## config.mk

```make
export PLATFORM = sky130hd
export DESIGN_NAME = two_wire_ctrl
export DESIGN_NICKNAME = d
export VERILOG_FILES = /design/src/core/two_wire_ctrl.v /design/src/core/two_wire_slave.v
export VERILOG_INCLUDE_DIRS = /design/src /design/src/core
export SDC_FILE = /design/constraint.sdc
export NUM_CORES = 1
export LEC_CHECK = 0
export CAP_MARGIN = 10
export CORE_MARGIN = 5
export CORE_UTILIZATION = 34
export DETAILED_ROUTE_END_ITERATION = 16
export DONT_BUFFER_PORTS = 1
export MAX_ROUTING_LAYER = met4
export PLACE_DENSITY = 0.57
export SETUP_SLACK_MARGIN = 0.05
export SLEW_MARGIN = 20
export SYNTH_ARGS = -nofsm -noshare
export SYNTH_HDL_FRONTEND = slang
export SYNTH_SLANG_ARGS = --single-unit
```

## constraint.sdc

```tcl
create_clock -name clock -period 3.55 [get_ports clock]
set_input_delay 0 -clock clock [delete_from_list [all_inputs] [get_ports clock]]
set_output_delay 0 -clock clock [all_outputs]
set_load 0.02 [all_outputs]
```

## src/core/two_wire_defines.vh

```
// timing, field and encoding constants for the two-wire controller
`ifndef TWO_WIRE_DEFINES_VH
`define TWO_WIRE_DEFINES_VH
// system clock period and bus bit periods
`define CLK_NS 100
`define STD_BIT_NS 10000
`define FAST_BIT_NS 2500
// half bit in clock cycles, rounded down; the counters run 0 to half, so each phase lasts half+1 cycles
`define STD_HALF_CYC ((`STD_BIT_NS / 2) / `CLK_NS)
`define FAST_HALF_CYC ((`FAST_BIT_NS / 2) / `CLK_NS)
// bit positions within a byte slot
`define BYTE_MSB 7
`define LAST_DATA_BIT 4'h7
`define ACK_SLOT 4'h8
`define RW_READ 1'h1
// master states, one-hot
`define M_IDLE 6'h01
`define M_START 6'h02
`define M_LOW 6'h04
`define M_HIGH 6'h08
`define M_STOP 6'h10
`define M_STOPH 6'h20
// slave states, one-hot
`define S_IDLE 7'h01
`define S_ADDR 7'h02
`define S_AACK 7'h04
`define S_RX 7'h08
`define S_DACK 7'h10
`define S_TX 7'h20
`define S_TACK 7'h40
`endif

```

## src/core/two_wire_ctrl.v

```verilog
// two-wire bus controller top: line sampling, master engine, slave hookup
`timescale 1ns/1ps
`include "two_wire_defines.vh"
module two_wire_ctrl (
   // clock and reset
   input wire clock,
   input wire rst,
   // bus lines, open drain
   input wire scl_i,
   output reg scl_o,
   output reg scl_oe_n,
   input wire sda_i,
   output reg sda_o,
   output reg sda_oe_n,
   // configuration
   input wire fast,
   // master command
   input wire m_go,
   input wire [6:0] m_addr,
   input wire m_rw,
   input wire [7:0] m_tx_data,
   // master status and events
   output reg m_busy,
   output reg m_done,
   output reg m_error,
   output reg m_nack,
   output reg m_arb_lost,
   output reg [7:0] m_rx_data,
   // slave side
   input wire s_enable,
   input wire [6:0] s_addr,
   input wire [7:0] s_tx_data,
   output wire [7:0] s_rx_data,
   output wire s_rx_valid,
   output wire s_data_req,
   output wire s_data_sent,
   // bus state and mode
   output reg bus_busy,
   output reg [3:0] mode
);
   localparam integer std_half_full = `STD_HALF_CYC;
   localparam integer fast_half_full = `FAST_HALF_CYC;
   localparam [7:0] std_half = std_half_full[7:0];
   localparam [7:0] fast_half = fast_half_full[7:0];

   reg scl_m, scl_q, scl_d;
   reg sda_m, sda_q, sda_d;
   reg [5:0] state;
   reg [7:0] cnt;
   reg [3:0] bitn;
   reg [7:0] sh;
   reg phase;
   reg pend;
   reg [6:0] addr;
   reg rw;
   reg [7:0] txd;
   reg scl_pull;
   reg sda_pull;
   wire [7:0] half;
   wire tx_mode;
   wire scl_rise, scl_fall, start_det, stop_det;
   wire s_pull, s_tx_act, s_rx_act;

   assign half = fast ? fast_half : std_half;
   // address phase and write data are sent, read data is received
   assign tx_mode = !(phase && rw == `RW_READ);
   assign scl_rise = scl_q && !scl_d;
   assign scl_fall = !scl_q && scl_d;
   assign start_det = scl_q && scl_d && sda_d && !sda_q;
   assign stop_det = scl_q && scl_d && !sda_d && sda_q;

   // pins arrive asynchronously, two flops before use
   always @(posedge clock or posedge rst) begin
      if (rst) begin
         scl_m <= 1'b1;
         scl_q <= 1'b1;
         scl_d <= 1'b1;
         sda_m <= 1'b1;
         sda_q <= 1'b1;
         sda_d <= 1'b1;
      end else begin
         scl_m <= scl_i;
         scl_q <= scl_m;
         scl_d <= scl_q;
         sda_m <= sda_i;
         sda_q <= sda_m;
         sda_d <= sda_q;
      end
   end

   // pads and bus state
   always @(posedge clock or posedge rst) begin
      if (rst) begin
         scl_o <= 1'b0;
         sda_o <= 1'b0;
         scl_oe_n <= 1'b1;
         sda_oe_n <= 1'b1;
         bus_busy <= 1'b0;
         mode <= 4'h0;
      end else begin
         scl_o <= 1'b0;
         sda_o <= 1'b0;
         scl_oe_n <= ~scl_pull;
         sda_oe_n <= ~(sda_pull | s_pull);
         if (start_det) begin
            bus_busy <= 1'b1;
         end else if (stop_det) begin
            bus_busy <= 1'b0;
         end
         mode <= {s_rx_act, s_tx_act, (state != `M_IDLE) && rw == `RW_READ,
                  (state != `M_IDLE) && rw != `RW_READ};
      end
   end

   // master engine
   always @(posedge clock or posedge rst) begin
      if (rst) begin
         state <= `M_IDLE;
         cnt <= 8'h00;
         bitn <= 4'h0;
         sh <= 8'h00;
         phase <= 1'b0;
         pend <= 1'b0;
         addr <= 7'h00;
         rw <= 1'b0;
         txd <= 8'h00;
         scl_pull <= 1'b0;
         sda_pull <= 1'b0;
         m_busy <= 1'b0;
         m_done <= 1'b0;
         m_error <= 1'b0;
         m_nack <= 1'b0;
         m_arb_lost <= 1'b0;
         m_rx_data <= 8'h00;
      end else begin
         m_done <= 1'b0;
         m_error <= 1'b0;
         m_busy <= pend || (state != `M_IDLE) || (m_go && !m_busy);
         case (state)
            `M_IDLE: begin
               scl_pull <= 1'b0;
               sda_pull <= 1'b0;
               cnt <= 8'h00;
               // commands while busy are dropped, the user waits for m_busy low
               if (m_go && !m_busy) begin
                  pend <= 1'b1;
                  addr <= m_addr;
                  rw <= m_rw;
                  txd <= m_tx_data;
                  m_nack <= 1'b0;
                  m_arb_lost <= 1'b0;
               end
               if (pend && !bus_busy && scl_q && sda_q) begin
                  pend <= 1'b0;
                  sda_pull <= 1'b1;
                  state <= `M_START;
               end
            end
            `M_START: begin
               if (cnt == half) begin
                  scl_pull <= 1'b1;
                  cnt <= 8'h00;
                  bitn <= 4'h0;
                  phase <= 1'b0;
                  sh <= {addr, rw};
                  state <= `M_LOW;
               end else begin
                  cnt <= cnt + 8'h01;
               end
            end
            `M_LOW: begin
               // data changes only while the clock is low
               if (cnt == 8'h00) begin
                  sda_pull <= (bitn != `ACK_SLOT) && tx_mode && !sh[`BYTE_MSB];
               end
               if (cnt == half) begin
                  scl_pull <= 1'b0;
                  cnt <= 8'h00;
                  state <= `M_HIGH;
               end else begin
                  cnt <= cnt + 8'h01;
               end
            end
            `M_HIGH: begin
               if (!scl_q) begin
                  cnt <= 8'h00;
               end else if (cnt != half) begin
                  cnt <= cnt + 8'h01;
               end else begin
                  cnt <= 8'h00;
                  scl_pull <= 1'b1;
                  if (bitn != `ACK_SLOT) begin
                     if (tx_mode && sh[`BYTE_MSB] && !sda_q) begin
                        scl_pull <= 1'b0;
                        sda_pull <= 1'b0;
                        m_arb_lost <= 1'b1;
                        m_error <= 1'b1;
                        state <= `M_IDLE;
                     end else begin
                        sh <= {sh[6:0], sda_q};
                        bitn <= bitn + 4'h1;
                        state <= `M_LOW;
                     end
                  end else if (tx_mode && sda_q) begin
                     m_nack <= 1'b1;
                     state <= `M_STOP;
                  end else if (!phase) begin
                     phase <= 1'b1;
                     sh <= (rw == `RW_READ) ? 8'h00 : txd;
                     bitn <= 4'h0;
                     state <= `M_LOW;
                  end else begin
                     // a single read byte ends with a released ack slot
                     if (rw == `RW_READ) begin
                        m_rx_data <= sh;
                     end
                     state <= `M_STOP;
                  end
               end
            end
            `M_STOP: begin
               if (cnt == 8'h00) begin
                  sda_pull <= 1'b1;
               end
               if (cnt == half) begin
                  scl_pull <= 1'b0;
                  cnt <= 8'h00;
                  state <= `M_STOPH;
               end else begin
                  cnt <= cnt + 8'h01;
               end
            end
            `M_STOPH: begin
               if (!scl_q) begin
                  cnt <= 8'h00;
               end else if (cnt != half) begin
                  cnt <= cnt + 8'h01;
               end else begin
                  sda_pull <= 1'b0;
                  cnt <= 8'h00;
                  m_done <= !m_nack;
                  m_error <= m_nack;
                  state <= `M_IDLE;
               end
            end
            default: begin
               scl_pull <= 1'b0;
               sda_pull <= 1'b0;
               state <= `M_IDLE;
            end
         endcase
      end
   end

   two_wire_slave slave (
      .clock(clock),
      .rst(rst),
      .scl_rise(scl_rise),
      .scl_fall(scl_fall),
      .sda_q(sda_q),
      .start_det(start_det),
      .stop_det(stop_det),
      .enable(s_enable),
      .own_addr(s_addr),
      .tx_data(s_tx_data),
      .sda_pull(s_pull),
      .rx_data(s_rx_data),
      .rx_valid(s_rx_valid),
      .data_req(s_data_req),
      .data_sent(s_data_sent),
      .tx_active(s_tx_act),
      .rx_active(s_rx_act)
   );
endmodule

```

## src/core/two_wire_slave.v

```verilog
// slave engine of the two-wire controller, fed with synchronised line events
`timescale 1ns/1ps
`include "two_wire_defines.vh"
module two_wire_slave (
   // clock and reset
   input wire clock,
   input wire rst,
   // line events from the top
   input wire scl_rise,
   input wire scl_fall,
   input wire sda_q,
   input wire start_det,
   input wire stop_det,
   // user side
   input wire enable,
   input wire [6:0] own_addr,
   input wire [7:0] tx_data,
   output reg sda_pull,
   output reg [7:0] rx_data,
   output reg rx_valid,
   output reg data_req,
   output reg data_sent,
   output wire tx_active,
   output wire rx_active
);
   reg [6:0] state;
   reg [3:0] bitn;
   reg [7:0] sh;
   reg acked;

   assign tx_active = (state == `S_TX) || (state == `S_TACK);
   assign rx_active = (state == `S_RX) || (state == `S_DACK);

   always @(posedge clock or posedge rst) begin
      if (rst) begin
         state <= `S_IDLE;
         bitn <= 4'h0;
         sh <= 8'h00;
         acked <= 1'b0;
         sda_pull <= 1'b0;
         rx_data <= 8'h00;
         rx_valid <= 1'b0;
         data_req <= 1'b0;
         data_sent <= 1'b0;
      end else begin
         rx_valid <= 1'b0;
         data_req <= 1'b0;
         data_sent <= 1'b0;
         if (start_det && enable) begin
            state <= `S_ADDR;
            bitn <= 4'h0;
            sda_pull <= 1'b0;
         end else if (stop_det || !enable) begin
            state <= `S_IDLE;
            sda_pull <= 1'b0;
         end else begin
            case (state)
               `S_IDLE: begin
                  sda_pull <= 1'b0;
               end
               `S_ADDR: begin
                  if (scl_rise) begin
                     sh <= {sh[6:0], sda_q};
                     bitn <= bitn + 4'h1;
                  end
                  if (scl_fall && bitn == `ACK_SLOT) begin
                     if (sh[7:1] == own_addr) begin
                        sda_pull <= 1'b1;
                        state <= `S_AACK;
                        data_req <= sh[0] == `RW_READ;
                     end else begin
                        state <= `S_IDLE;
                     end
                  end
               end
               `S_AACK: begin
                  if (scl_fall) begin
                     bitn <= 4'h0;
                     if (sh[0] == `RW_READ) begin
                        sh <= tx_data;
                        sda_pull <= ~tx_data[`BYTE_MSB];
                        state <= `S_TX;
                     end else begin
                        sda_pull <= 1'b0;
                        state <= `S_RX;
                     end
                  end
               end
               `S_RX: begin
                  if (scl_rise) begin
                     sh <= {sh[6:0], sda_q};
                     bitn <= bitn + 4'h1;
                  end
                  if (scl_fall && bitn == `ACK_SLOT) begin
                     sda_pull <= 1'b1;
                     rx_data <= sh;
                     rx_valid <= 1'b1;
                     state <= `S_DACK;
                  end
               end
               `S_DACK: begin
                  if (scl_fall) begin
                     sda_pull <= 1'b0;
                     bitn <= 4'h0;
                     state <= `S_RX;
                  end
               end
               `S_TX: begin
                  if (scl_fall) begin
                     if (bitn[2:0] == `LAST_DATA_BIT) begin
                        sda_pull <= 1'b0;
                        state <= `S_TACK;
                     end else begin
                        bitn <= bitn + 4'h1;
                        sda_pull <= ~sh[`BYTE_MSB - 1];
                        sh <= {sh[6:0], 1'b0};
                     end
                  end
               end
               `S_TACK: begin
                  if (scl_rise) begin
                     data_sent <= 1'b1;
                     acked <= ~sda_q;
                     data_req <= ~sda_q;
                  end
                  if (scl_fall) begin
                     bitn <= 4'h0;
                     if (acked) begin
                        sh <= tx_data;
                        sda_pull <= ~tx_data[`BYTE_MSB];
                        state <= `S_TX;
                     end else begin
                        state <= `S_IDLE;
                     end
                  end
               end
               default: begin
                  state <= `S_IDLE;
                  sda_pull <= 1'b0;
               end
            endcase
         end
      end
   end
endmodule

```

==> impl_metrics.yaml <==
cells_and_area:
  area_growth_pct: 14.61
  layout_commonest_cell: "dfrtp_1"
  final_cell_mix: "dfrtp_1, mux2_2, o21ai_0"
  fin_nets: 589
  antenna_cells: 0
  fin_cells: 765
  drive_gt1_frac: 0.1767
synthesis:
  synth_cell_types: 73
  synthesis.area_mm2: 0.005473
  synth_edf_count: 0
  synth_seq_cells: 104
  syn_avg_cell_area_um2: 10.42
  ys_warn_count: 0
  seq_area_frac_synth: 0.4778
  synth_area_leaders: "dfrtp_1, mux2_2, dfstp_2"
  synthCells: 525
  synth_top_area_frac: 0.4298
  synth_ff_type: "dfrtp_1"
  ys_async_sr_fraction: 1.000
  synth_top_cell_by_area: "dfrtp_1"
min_path:
  hold_path_class: "in -> reg"
power_and_ir_drop:
  peakVddDrop_v: 0.0002970
  p_switching_w: 0.001171
  pwr-share-clk: 0.290
  p_sw_frac: 0.3360
  power_density_mw_per_mm2: 555.7
  p_comb_frac: 0.239
  seq_power_share: 0.470
  p_leak_nw: 2.712
  internal_power_w: 0.002314
  p_total_w: 0.003485
worst_setup_path:
  path_cells: "or3_1, nor4b_1, a31oi_1, nor4_4, mux2_2"
  end_kind: "flop"
  crit_required_ns: 3.79
  cp_top_family: "simple AND/OR/NAND/NOR gates"
  cp_max_fo: 15
  cp.buffers_inverters: 0
  start_kind: "flop"
  arrival_ns: 2.96
  critical_path_class: "reg -> reg"
  cp_slowest_stage_delay_ns: 0.57
  cp_slowest_cell: "nor4_4"
floorplan:
  ioPinCount: 71
  die-area_mm2: 0.01873
  dieWidth_um: 136.9
  core_area_mm2: 0.01583
  initial_core_util: 0.3458
  num_rows: 46
  die_y_um: 136.9
sta:
  worst_pin_slew_ns: 0.7973
  setup_tns_ns: 0
  setup_violations: 0
  grt_setup_unrepaired: "no"
  finalHoldViolations: 0
  fin_skew_ns: 0.008861
  slew_violations: 0
  fin_crit_sh: 0.7665
  max_slew_margin: 0.4610
  period_minus_slack_ns: 2.721
  max_freq_ghz: 0.3675
global_route:
  grt_first_pass_wirelength_mm: 22.01
  gr-total-overflow: 0
  grt_pass1_vias: 4101
  grt_max_degree: 48
  grtUsageTotal: 0.1557
  antenna_found_initial: 0
clock_tree:
  numCtsBuffers: 9
  clockRootBuffer: "clkbuf_16"
  cts_tree: "done"
  cts.sinks: 104
  htreeDepth: 3
  clock_path_buffers: 2
  insertion_delay_ns: 0.35
  clkSlewWorstSetupHoldPaths_ns: 0.07
placement:
  place.gp.congestion: 0.9061
  placedCellCount: 720
  io_buffers: 0
  hpwl_mm: 10.19
routing:
  drcViolationCount: 0
  routedWlPerCell_um: 18.02
  ant_nets: 0
  viasPerCell: 5.454
  initialDrtViolationCount: 259
  wl_mm: 13.78
  drtPass1Iterations: 7
  vias: 4172
job:
  cap_violations: 0
run_status:
  status: "finished, final reports clean"
## per-stage QoR
step	util	hold WS, ns	area [µm²]	setup slack, ns
floorplan	-	0.004478	5477	0.8344
global placement	0.3588	-0.09811	5679	0.9299
detailed placement	0.3588	-0.09126	5679	0.8729
CTS	0.3963	0.01446	6272	0.8427
global route	0.3963	0.06865	6272	0.7373
finish	0.3963	0.02305	6272	0.8291
## cell usage after synthesis (6+ instances only)
cell       n
dfstp_2   10
and3_1     8
o21ai_0   34
nor2b_1    6
xnor2_1   12
a31oi_1    6
nand3b_1   7
nand2_1   32
nand4_1    6
a21oi_1   22
nand3_1   20
nor2_1    27
mux2_2    49
or3_1      7
xor2_1     7
nor3_1    14
inv_1     19
clkbuf_1  22
a22o_1     9
ha_1       7
nor4_1     8
nor3b_1   11
dfrtp_1   94
## worst reg2reg max path: cells and delay by family, from the launching register on
family             cells  cell delay [ns]
DFF                    1             0.54
muxes                  1             0.40
AOI/OAI and AO/OA      1             0.18
and+or+nand+nor        3             1.49
## power by group through the flow
stage	sequential [W]	clock, W	combinational [W]
2_1_floorplan	0.00153	0	0.000702
3_3_place_gp	0.00165	0	0.000807
3_5_place_dp	0.00166	0	0.000806
4_1_cts	0.00164	0.00104	0.000837
5_1_grt	0.00167	0.00108	0.000930
6_report	0.00164	0.00101	0.000834
## layer usage
metal / GRT usage / wire length, µm
met1: 0.1986 / 6062
met2: 0.2475 / 6807
met3: 0.03419 / 638
met4: 0.05100 / 275
met5: - / 0
## flip-flops by register name, indices dropped and copies added (netlist names), 4 cells and up
| register | cells |
|---|---|
| state | 6 |
| bitn | 4 |
| slave.state | 7 |
| addr | 7 |
| m_rx_data | 8 |
| cnt | 8 |
| mode | 4 |
| slave.sh | 8 |
| slave.bitn | 4 |
| sh | 8 |
| txd | 8 |
| slave.rx_data | 8 |
## layout make-up
type                            count  area, µm²
Clock buffer                        9      225.2
Clock inverter                      7      77.57
Fill cell                        1557       9555
Inverter                           19      73.82
Multi-Input combinational cell    374       2668
Sequential cell                   104       2615
Tap cell                          216      270.3
Timing Repair Buffer               36      342.8
## cell families after synthesis
family,after synthesis,share of synthesized area
other cells,1,0.0006852
mux,53,0.1081
compound gates,121,0.1541
xor+xnor,19,0.03041
simple gates,172,0.1774
flops,104,0.4778
buf+inv,48,0.03544
fa+ha+maj,7,0.01600
## path summary, 6_finish.rpt
kind / startpoint / to / slack, ns / cells after the start
min in group asynchronous: rst / slave.sh[4]$_DFFE_PP0P_ / 0.13 / 2
min reg2reg: scl_m$_DFF_PP1_ / scl_q$_DFF_PP1_ / 0.36 / 0
max reg2reg: slave.state[4]$_DFFE_PP0P_ / slave.sh[3]$_DFFE_PP0P_ / 0.83 / 5
min: fast / state[4]$_DFFE_PP0P_ / 0.02 / 3
max in group asynchronous: rst / phase$_DFFE_PP0P_ / 2.47 / 3
max: slave.state[4]$_DFFE_PP0P_ / slave.sh[3]$_DFFE_PP0P_ / 0.83 / 5
## repair_timing
item | 4_1_cts | 5_1_grt
endpoints found under the hold margin | 71 | 0
hold buffers | 29 | 0
buffers inserted | 0 | 0
gates resized for setup | 0 | 0
(Power assumes the default switching activity.)
